--- src/pkg/ssp_pkg.sv ---
// Package for the synchronous serial peripheral port.
// Assumes a single core clock; all pins sampled synchronously.
package ssp_pkg;

  // ----------------------------------------------------------------
  // Timing
  // ----------------------------------------------------------------
  localparam int CORE_CLK_MHZ      = 40;
  localparam int BITS_PER_BYTE     = 8;
  // Divider ratios for rate codes 00, 01, 10, 11
  localparam int RATE_DIV_0        = 2;
  localparam int RATE_DIV_1        = 4;
  localparam int RATE_DIV_2        = 16;
  localparam int RATE_DIV_3        = 32;
  localparam logic [1:0] RESET_RATE = 2'h0;
  localparam logic       RESET_PHASE = 1'h1;

  // ----------------------------------------------------------------
  // Types
  // ----------------------------------------------------------------
  typedef enum logic [1:0] {
    SSP_IDLE,
    SSP_RUN,
    SSP_DONE
  } ssp_state_e;

  // Control bits from the serial port control word
  typedef struct packed {
    logic       enable;
    logic       master;
    logic       clockPolarity;
    logic       clockPhase;
    logic [1:0] rateSelect;   // {rate_select_high, rate_select_low}
  } ssp_ctrl_s;

  // Per-pin direction bits (set = port may drive)
  typedef struct packed {
    logic sclk;
    logic mosi;
    logic miso;
  } ssp_dir_s;

endpackage : ssp_pkg

--- src/hdl/ssp_port.sv ---
// Synchronous serial peripheral port: master or slave byte exchange.
// Assumes pins are synchronous to core_clk; pin output enables active low.
//
// Contract
// - Outputs drive only with direction bit set
// - Inputs used regardless of direction bit
// - Data-in input as master, output as slave
// - Shift most significant bit first
// - Unselected slave releases its data output
// - Data-out output as master, input slave
// - Eight clock cycles exchange one byte
// - Master makes clock; slave takes it in
// - Polarity and phase give four timings
// - Master data leads sampling edge half-cycle
// - Rate bits affect master mode only
// - Four master rates, programmable polarity, phase
// - Master bit rate capped; slave faster; slave clock here is edge-detected on core_clk, so at most divide by 2
// - Done flag, write collision, mode fault
// - Rate codes divide clock 2,4,16,32
// - Idle clock level follows polarity bit
// - Phase zero: select low starts shifting
`timescale 1ns/1ps
module ssp_port
  import ssp_pkg::*;
#(
  parameter int DATA_W = BITS_PER_BYTE
) (
  input  wire logic              core_clk,
  input  wire logic              srst,
  input  wire ssp_ctrl_s         ctrl,
  input  wire ssp_dir_s          pinDir,
  input  wire logic              wireOrMode,
  // Transmit write port
  input  wire logic [DATA_W-1:0] txData,
  input  wire logic              txValid,
  output logic                   txReady,
  // Received byte stream through the two-entry buffer
  output logic [DATA_W-1:0]      rxData,
  output logic                   rxValid,
  input  wire logic              rxReady,
  // Status flags, cleared by a one-cycle pulse
  input  wire logic              flagClear,
  output logic                   transferDoneFlag,
  output logic                   writeCollisionFlag,
  output logic                   modeFaultFlag,
  output logic                   modeFaultEvent,
  output logic                   busy,
  // Pins, three signals each except selectN; enables low while driving
  input  wire logic              sclkIn,
  output logic                   sclkOut,
  output logic                   sclkOeN,
  input  wire logic              mosiIn,
  output logic                   mosiOut,
  output logic                   mosiOeN,
  input  wire logic              misoIn,
  output logic                   misoOut,
  output logic                   misoOeN,
  input  wire logic              selectN
);

  // ----------------------------------------------------------------
  // Helpers
  // ----------------------------------------------------------------
  // Half-period in core cycles for a rate code
  function automatic logic [4:0] half_div(input logic [1:0] code);
    unique case (code)
      2'h0: half_div = 5'(RATE_DIV_0 / 2);
      2'h1: half_div = 5'(RATE_DIV_1 / 2);
      2'h2: half_div = 5'(RATE_DIV_2 / 2);
      2'h3: half_div = 5'(RATE_DIV_3 / 2);
    endcase
  endfunction : half_div

  // ----------------------------------------------------------------
  // Input edge detection
  // ----------------------------------------------------------------
  logic sclkPrev;
  logic selPrevN;
  logic next_sclkPrev;
  logic next_selPrevN;
  logic slaveClk;
  logic sampleEdge;
  logic shiftEdge;
  logic slaveSel;

  // Polarity acts like an inverter in series with the clock
  always_comb begin
    next_sclkPrev = sclkIn;
    next_selPrevN = selectN;
    slaveClk      = sclkIn ^ ctrl.clockPolarity;
    slaveSel      = ~selectN;
  end

  always_ff @(posedge core_clk) begin
    if (srst) begin
      // Clock history starts from the pin level, so no false clock edge follows reset; select history starts high
      sclkPrev <= next_sclkPrev;
      selPrevN <= 1'h1;
    end else begin
      sclkPrev <= next_sclkPrev;
      selPrevN <= next_selPrevN;
    end
  end

  logic prevSlaveClk;
  assign prevSlaveClk = sclkPrev ^ ctrl.clockPolarity;
  // Leading edge samples for phase 0, trailing edge for phase 1
  assign sampleEdge = ctrl.clockPhase ? (prevSlaveClk & ~slaveClk)
                                      : (~prevSlaveClk & slaveClk);
  assign shiftEdge  = ctrl.clockPhase ? (~prevSlaveClk & slaveClk)
                                      : (prevSlaveClk & ~slaveClk);

  // ----------------------------------------------------------------
  // Receive buffer (two entries)
  // ----------------------------------------------------------------
  logic [DATA_W-1:0] bufMem [2];
  logic [DATA_W-1:0] next_bufMem [2];
  logic              bufWr;
  logic              bufRd;
  logic [1:0]        bufCount;
  logic [1:0]        next_bufCount;
  logic              bufHead;
  logic              next_bufHead;
  logic [DATA_W-1:0] bufIn;
  logic              bufInReady;

  assign bufInReady = (bufCount != 2'h2);
  assign rxValid    = (bufCount != 2'h0);
  assign rxData     = bufMem[bufHead];
  assign bufRd      = rxValid & rxReady;

  always_comb begin
    logic wrIdx;
    wrIdx         = bufHead ^ (bufCount != 2'h0);
    next_bufMem   = bufMem;
    next_bufHead  = bufHead;
    next_bufCount = bufCount;
    if (bufWr && bufInReady) begin
      next_bufMem[wrIdx] = bufIn;
    end
    if (bufRd) begin
      next_bufHead = ~bufHead;
    end
    next_bufCount = 2'(bufCount + 2'(bufWr & bufInReady) - 2'(bufRd));
  end

  always_ff @(posedge core_clk) begin
    if (srst) begin
      bufMem   <= '{default: '0};
      bufHead  <= 1'h0;
      bufCount <= 2'h0;
    end else begin
      bufMem   <= next_bufMem;
      bufHead  <= next_bufHead;
      bufCount <= next_bufCount;
    end
  end

  // ----------------------------------------------------------------
  // Transfer engine
  // ----------------------------------------------------------------
  ssp_state_e        state;
  ssp_state_e        next_state;
  logic [DATA_W-1:0] shiftReg;
  logic [DATA_W-1:0] next_shiftReg;
  logic [3:0]        bitCount;
  logic [3:0]        next_bitCount;
  logic [4:0]        divCount;
  logic [4:0]        next_divCount;
  logic              mClk;
  logic              next_mClk;
  logic              outBit;
  logic              next_outBit;
  logic              inBit;
  logic              next_inBit;
  logic              doneF;
  logic              next_doneF;
  logic              wcolF;
  logic              next_wcolF;
  logic              modfF;
  logic              next_modfF;
  logic              faultPulse;
  logic              inTransfer;

  // Mode fault when a master sees its select pulled low
  assign faultPulse = ctrl.enable & ctrl.master & slaveSel;
  // Refuse writes while the receive buffer is full; a slave transfer still runs and its byte is lost
  assign txReady    = ctrl.enable & (state == SSP_IDLE) & bufInReady;
  assign inTransfer = (state != SSP_IDLE) | (~ctrl.master & slaveSel & ~ctrl.clockPhase);

  always_comb begin
    next_state    = state;
    next_shiftReg = shiftReg;
    next_bitCount = bitCount;
    next_divCount = divCount;
    next_mClk     = mClk;
    next_outBit   = outBit;
    next_inBit    = inBit;
    next_doneF    = doneF;
    next_wcolF    = wcolF;
    next_modfF    = modfF;
    bufWr         = 1'h0;
    bufIn         = shiftReg;
    // Clear first so that a same-cycle event wins
    if (flagClear) begin
      next_doneF = 1'h0;
      next_wcolF = 1'h0;
      next_modfF = 1'h0;
    end
    if (txValid && !txReady && ctrl.enable && inTransfer) begin
      next_wcolF = 1'h1;
    end
    unique case (state)
      SSP_IDLE: begin
        next_mClk     = 1'h0;
        next_bitCount = 4'h0;
        next_divCount = 5'h0;
        if (txValid && txReady) begin
          next_shiftReg = txData;
          next_outBit   = txData[DATA_W-1];
          next_state    = SSP_RUN;
        end else if (!ctrl.master && slaveSel && (selPrevN || ctrl.clockPhase)) begin
          // Slave without a fresh byte still shifts what it holds
          next_outBit = shiftReg[DATA_W-1];
          if (selPrevN || shiftEdge || sampleEdge) begin
            next_state = SSP_RUN;
          end
        end
      end
      SSP_RUN: begin
        if (ctrl.master) begin
          // Rate bits only steer the master divider
          // Bit rate cap needs a slow core clock; divide by 2 is the fastest
          if (divCount == 5'(half_div(ctrl.rateSelect) - 5'h1)) begin
            next_divCount = 5'h0;
            next_mClk     = ~mClk;
            if (!mClk ^ ctrl.clockPhase) begin
              // Sampling edge; data was set half a cycle earlier
              next_inBit = misoIn;
            end else if (!ctrl.clockPhase || bitCount != 4'h0) begin
              // Phase one keeps the first bit over the first leading edge
              next_shiftReg = {shiftReg[DATA_W-2:0], inBit};
              next_outBit   = shiftReg[DATA_W-2];
            end
            if (mClk) begin
              next_bitCount = 4'(bitCount + 4'h1);
            end
            if (mClk && bitCount == 4'(DATA_W - 1)) begin
              // Phase one samples the last bit on this very edge
              next_shiftReg = ctrl.clockPhase ? {shiftReg[DATA_W-2:0], misoIn}
                                              : {shiftReg[DATA_W-2:0], inBit};
              next_state    = SSP_DONE;
            end
          end else begin
            next_divCount = 5'(divCount + 5'h1);
          end
        end else begin
          // Slave follows the partner clock; select must stay low
          if (!slaveSel) begin
            next_state = SSP_IDLE;
          end else if (sampleEdge) begin
            next_inBit    = mosiIn;
            next_bitCount = 4'(bitCount + 4'h1);
            if (bitCount == 4'(DATA_W - 1)) begin
              next_shiftReg = {shiftReg[DATA_W-2:0], mosiIn};
              next_state    = SSP_DONE;
            end
          end else if (shiftEdge && bitCount != 4'h0) begin
            next_shiftReg = {shiftReg[DATA_W-2:0], inBit};
            next_outBit   = shiftReg[DATA_W-2];
          end
        end
      end
      SSP_DONE: begin
        bufWr       = 1'h1;
        next_doneF  = 1'h1;
        next_mClk   = 1'h0;
        next_outBit = shiftReg[DATA_W-1];
        next_state  = SSP_IDLE;
      end
    endcase
    // Mode fault forces the engine back to idle
    if (faultPulse || !ctrl.enable) begin
      next_state = SSP_IDLE;
      next_mClk  = 1'h0;
    end
    if (faultPulse) begin
      next_modfF = 1'h1;
    end
  end

  always_ff @(posedge core_clk) begin
    if (srst) begin
      state    <= SSP_IDLE;
      shiftReg <= '0;
      bitCount <= 4'h0;
      divCount <= 5'h0;
      mClk     <= 1'h0;
      outBit   <= 1'h0;
      inBit    <= 1'h0;
      doneF    <= 1'h0;
      wcolF    <= 1'h0;
      modfF    <= 1'h0;
    end else begin
      state    <= next_state;
      shiftReg <= next_shiftReg;
      bitCount <= next_bitCount;
      divCount <= next_divCount;
      mClk     <= next_mClk;
      outBit   <= next_outBit;
      inBit    <= next_inBit;
      doneF    <= next_doneF;
      wcolF    <= next_wcolF;
      modfF    <= next_modfF;
    end
  end

  // ----------------------------------------------------------------
  // Pin drive
  // ----------------------------------------------------------------
  // Each output needs its direction bit; inputs ignore it
  logic drvSclk;
  logic drvMosi;
  logic drvMiso;
  assign drvSclk = ctrl.enable & ctrl.master & pinDir.sclk;
  assign drvMosi = ctrl.enable & ctrl.master & pinDir.mosi;
  assign drvMiso = ctrl.enable & ~ctrl.master & slaveSel & pinDir.miso;

  assign sclkOut = mClk ^ ctrl.clockPolarity;
  assign mosiOut = outBit;
  assign misoOut = outBit;
  // Open-drain mode releases the pin whenever it would drive high
  assign sclkOeN = ~(drvSclk & ~(wireOrMode & sclkOut));
  assign mosiOeN = ~(drvMosi & ~(wireOrMode & mosiOut));
  assign misoOeN = ~(drvMiso & ~(wireOrMode & misoOut));

  assign transferDoneFlag   = doneF;
  assign writeCollisionFlag = wcolF;
  assign modeFaultFlag      = modfF;
  assign modeFaultEvent     = faultPulse;
  assign busy               = (state != SSP_IDLE);

endmodule : ssp_port

--- config.mk ---
export PLATFORM = sky130hd
export DESIGN_NAME = ssp_port
export DESIGN_NICKNAME = d
export VERILOG_FILES = /design/src/pkg/ssp_pkg.sv /design/src/hdl/ssp_port.sv
export SDC_FILE = /design/constraint.sdc
export NUM_CORES = 1
export LEC_CHECK = 0
export BUFFER_PORTS_ARGS = -buffer_cell sky130_fd_sc_hd__clkbuf_2
export CAP_MARGIN = 20
export CELL_PAD_IN_SITES_DETAIL_PLACEMENT = 1
export CELL_PAD_IN_SITES_GLOBAL_PLACEMENT = 1
export CORE_MARGIN = 2
export CORE_UTILIZATION = 40
export CTS_CLUSTER_SIZE = 24
export DETAILED_ROUTE_END_ITERATION = 10
export PLACE_DENSITY = 0.75
export SYNTH_ARGS = -nofsm -noshare
export SYNTH_HDL_FRONTEND = slang
export SYNTH_SLANG_ARGS = --single-unit
--- constraint.sdc ---
create_clock -name core_clk -period 2.4 [get_ports core_clk]
set_input_delay 0.48 -clock core_clk [delete_from_list [all_inputs] [get_ports core_clk]]
set_output_delay 0.48 -clock core_clk [all_outputs]
set_load 0.1 [all_outputs]
==> results.py <==
metrics = {
    "drt": {
        "avgViaCountPerCell": 5.427,
        "drt_wl_total_mm": 6.604,
        "wl_per_cell_um": 16.03,
        "drc": 0,
        "first_iter_violations": 86,
        "num_vias": 2236,
        "detail-route-antenna-nets": 0,
        "dr.pass1.iters": 4,
    },
    "floorplan": {
        "rows": 28,
        "die_height_um": 83.37,
        "dieArea_um2": 6951,
        "ioPinCount": 48,
        "start_util_pct": 42.06,
        "core-area_um2": 5991,
        "dieWidth_um": 83.37,
    },
    "clock_tree": {
        "postCtsSetupRepairBufs": 0,
        "clkTransAtPathRegs_ns": 0.09,
        "cts_tree": "built",
        "cts_resized": 0,
        "cts.sinks": 46,
        "h-tree-depth": 2,
        "cts_made_buffers": 5,
        "clockRootBuffer": "clkbuf_8",
        "holdBufCountCts": 0,
        "clock_latency_ns": 0.30,
        "clk_path_buf_depth": 2,
    },
    "global_routing": {
        "grt_pass1_vias": 2362,
        "grt_max_degree": 19,
        "grt_first_pass_wirelength_mm": 11.30,
        "antenna_found_initial": 0,
        "overflow": 0,
        "grt_use_total_pct": 19.78,
    },
    "timing": {
        "worst_clock_skew_ns": 0.006024,
        "setup_viol": 0,
        "max-slew-margin-rel_pct": 31.79,
        "fin_crit_sh_pct": 93.44,
        "holdWs_ns": 0.3377,
        "worst_pin_slew_ns": 1.016,
        "fmax_mhz": 445.9,
        "rsz0062_at_grt": "no",
        "slew_violations": 0,
        "min_period_ns": 2.243,
        "hold_viol": 0,
    },
    "finish": {
        "final_common_cell": "clkbuf_2",
        "n_antenna_cell": 0,
        "drive_above_1_share_pct": 26.41,
        "fin_cells": 412,
        "multiInputGateArea_um2": 1500,
        "sequential_cell_area_um2": 922.1,
        "fin_nets": 371,
        "area_growth_pct": 18.42,
        "final_cell_mix": "47 x clkbuf_2, 45 x dfxtp_1, 33 x nor2_1",
        "nFillCells": 726,
    },
    "worst_setup_path": {
        "critPathKind": "flip-flop to output port",
        "worst_path_max_delay_cell": "dfxtp_1",
        "critical_path.max_fanout": 13,
        "endpoint_kind": "output port",
        "critical_path.cell_chain": "mux2_2 -> clkbuf_2",
        "arrival_ns": 1.76,
        "startpoint": "bufHead",
        "r2r_start": "divCount[0]",
        "cp_slowest_stage_delay_ns": 0.67,
        "cp_top_family": "flip-flops",
        "cp_num_buf_inv": 1,
        "cp.required_ns": 1.92,
        "critPathLaunchType": "flip-flop",
    },
    "run": {
        "maxCapViolations": 0,
    },
    "power": {
        "combinationalPowerShare_pct": 32.0,
        "leakagePower_nw": 1.368,
        "ir_drop_v": 0.0009607,
        "switchingPower_mw": 0.7831,
        "p_clk_share_pct": 23.5,
        "seqPwrFrac_pct": 44.4,
        "cellPowerDensity_nw_per_um2": 677.9,
        "p_int_mw": 1.240,
        "p_sw_share_pct": 38.71,
    },
    "logic_synthesis": {
        "synth_area_um2": 2520,
        "synth_ff_type": "dfxtp_1",
        "synth_edf_count": 0,
        "syn_area_per_cell_um2": 8.904,
        "ys_seq_elements": 46,
        "synthDistinctLibCells": 47,
        "synth_cells": 283,
        "yosysWarnings": 0,
        "synthArstFlopShare_pct": 0,
        "syn-num-nets": 318,
        "ys_seq_area_share_pct": 36.54,
    },
    "placement": {
        "place_congestion": 0.7849,
        "hpwl_mm": 5.059,
        "io_buffer_count": 47,
        "dp.cells": 404,
    },
    "outcome": {
        "status": "finished, final reports clean",
    },
    "min_path": {
        "hold_path_class": "primary input to flip-flop",
        "worstHoldStart": "sclkIn",
    },
}
## cells by family (layout without fill, tap and decap cells)
logic type | count (synthesis) | count (layout) | share of synthesized area [%]
simple gates | 92 | 92 | 17.73
compound gates | 58 | 58 | 16.63
flops | 46 | 46 | 36.54
mux | 39 | 39 | 16.09
buf+inv | 28 | 82 | 4.866
xor+xnor | 12 | 12 | 4.171
fa+ha+maj | 8 | 8 | 3.972
## sequential cells by signal, indices dropped and copies added, names as in the netlist, 2 cells and up
| register | flops |
|---|---|
| state | 2 |
| bitCount | 4 |
| divCount | 5 |
| bufMem | 16 |
| bufIn | 8 |
| bufCount | 2 |
## metal layers
metal / wire [µm] / track usage, % / vias up / part of all wire, %
li1: - / - / 1115 / -
met2: 3119 / 32.40 / 43 / 47
met4: 146 / 6.110 / 0 / 2.2
met3: 232 / 3.976 / 15 / 3.5
met1: 3104 / 26.23 / 1063 / 47
met5: 0 / 0 / - / 0
## final timing paths
check,end,slack [ns],cells past startpoint
worst max-delay path,rxData[6],0.16,2
worst min-delay path,sclkPrev,0.34,1
worst max register to register,bufIn[1],0.20,6
worst min register to register,modeFaultFlag,0.47,2
## worst register-to-register path: stages, from the launching register on
cell and delay (ns):
dfxtp_1 0.38, or4_4 0.57, a221oi_4 0.48, o21ba_1 0.21
buf_4 0.16, a21oi_1 0.07, a211oi_1 0.23
## cell type report
| class | instances | area share [%] |
|---|---|---|
| Multi-Input combinational cell | 209 | 50.27 |
| Clock buffer | 6 | 2.432 |
| Tap cell | 75 | 3.145 |
| Timing Repair Buffer | 58 | 10.65 |
| Clock inverter | 2 | 0.4612 |
| Inverter | 16 | 2.138 |
| Sequential cell | 46 | 30.90 |
## power by group through the flow
| stage | combinational, mW | sequential (mW) | clock, mW |
|---|---|---|---|
| 2_1_floorplan | 0.527 | 0.903 | 0 |
| 6_report | 0.648 | 0.899 | 0.476 |
| 3_5_place_dp | 0.649 | 0.920 | 0 |
| 3_3_place_gp | 0.632 | 0.918 | 0 |
| 5_1_grt | 0.706 | 0.915 | 0.527 |
| 4_1_cts | 0.653 | 0.901 | 0.493 |
## Yosys cell counts (all sizes together) (2+ instances only)
| master | number | area (µm²) |
|---|---|---|
| o2111ai | 3 | 26.28 |
| nor3b | 2 | 15.01 |
| clkbuf | 7 | 26.28 |
| inv | 16 | 60.06 |
| nor4 | 2 | 12.51 |
| and2 | 3 | 21.27 |
| a211oi | 9 | 67.56 |
| nor2b | 7 | 43.79 |
| and3 | 2 | 12.51 |
| or3 | 2 | 12.51 |
| o311ai | 3 | 26.28 |
| mux2i | 27 | 270.3 |
| ha | 8 | 100.1 |
| o21a | 2 | 15.01 |
| o21ai | 11 | 58.81 |
| nand4 | 5 | 31.28 |
| dfxtp | 46 | 920.9 |
| or4 | 2 | 22.52 |
| mux2 | 12 | 135.1 |
| xnor2 | 5 | 43.79 |
| a21oi | 18 | 90.09 |
| nand3 | 6 | 30.03 |
| xor2 | 7 | 61.31 |
| nand2 | 21 | 78.83 |
| buf | 5 | 36.28 |
| nor2 | 33 | 123.9 |
| nand2b | 3 | 18.77 |
| nor3 | 2 | 10.01 |
## stage by stage
step	setup TNS (ns)	setup slack (ns)	utilization [%]	area [µm²]	power, mW
after floorplan	-0.02013	-0.02013	-	2544	1.430
after global placement	0	0.1853	48.29	2893	1.549
after detailed placement	0	0.08214	48.29	2893	1.569
after CTS	0	0.09044	49.73	2979	2.047
after global routing	0	0.03999	49.81	2984	2.148
final	0	0.1573	49.81	2984	2.023
(Power assumes the default switching activity.)
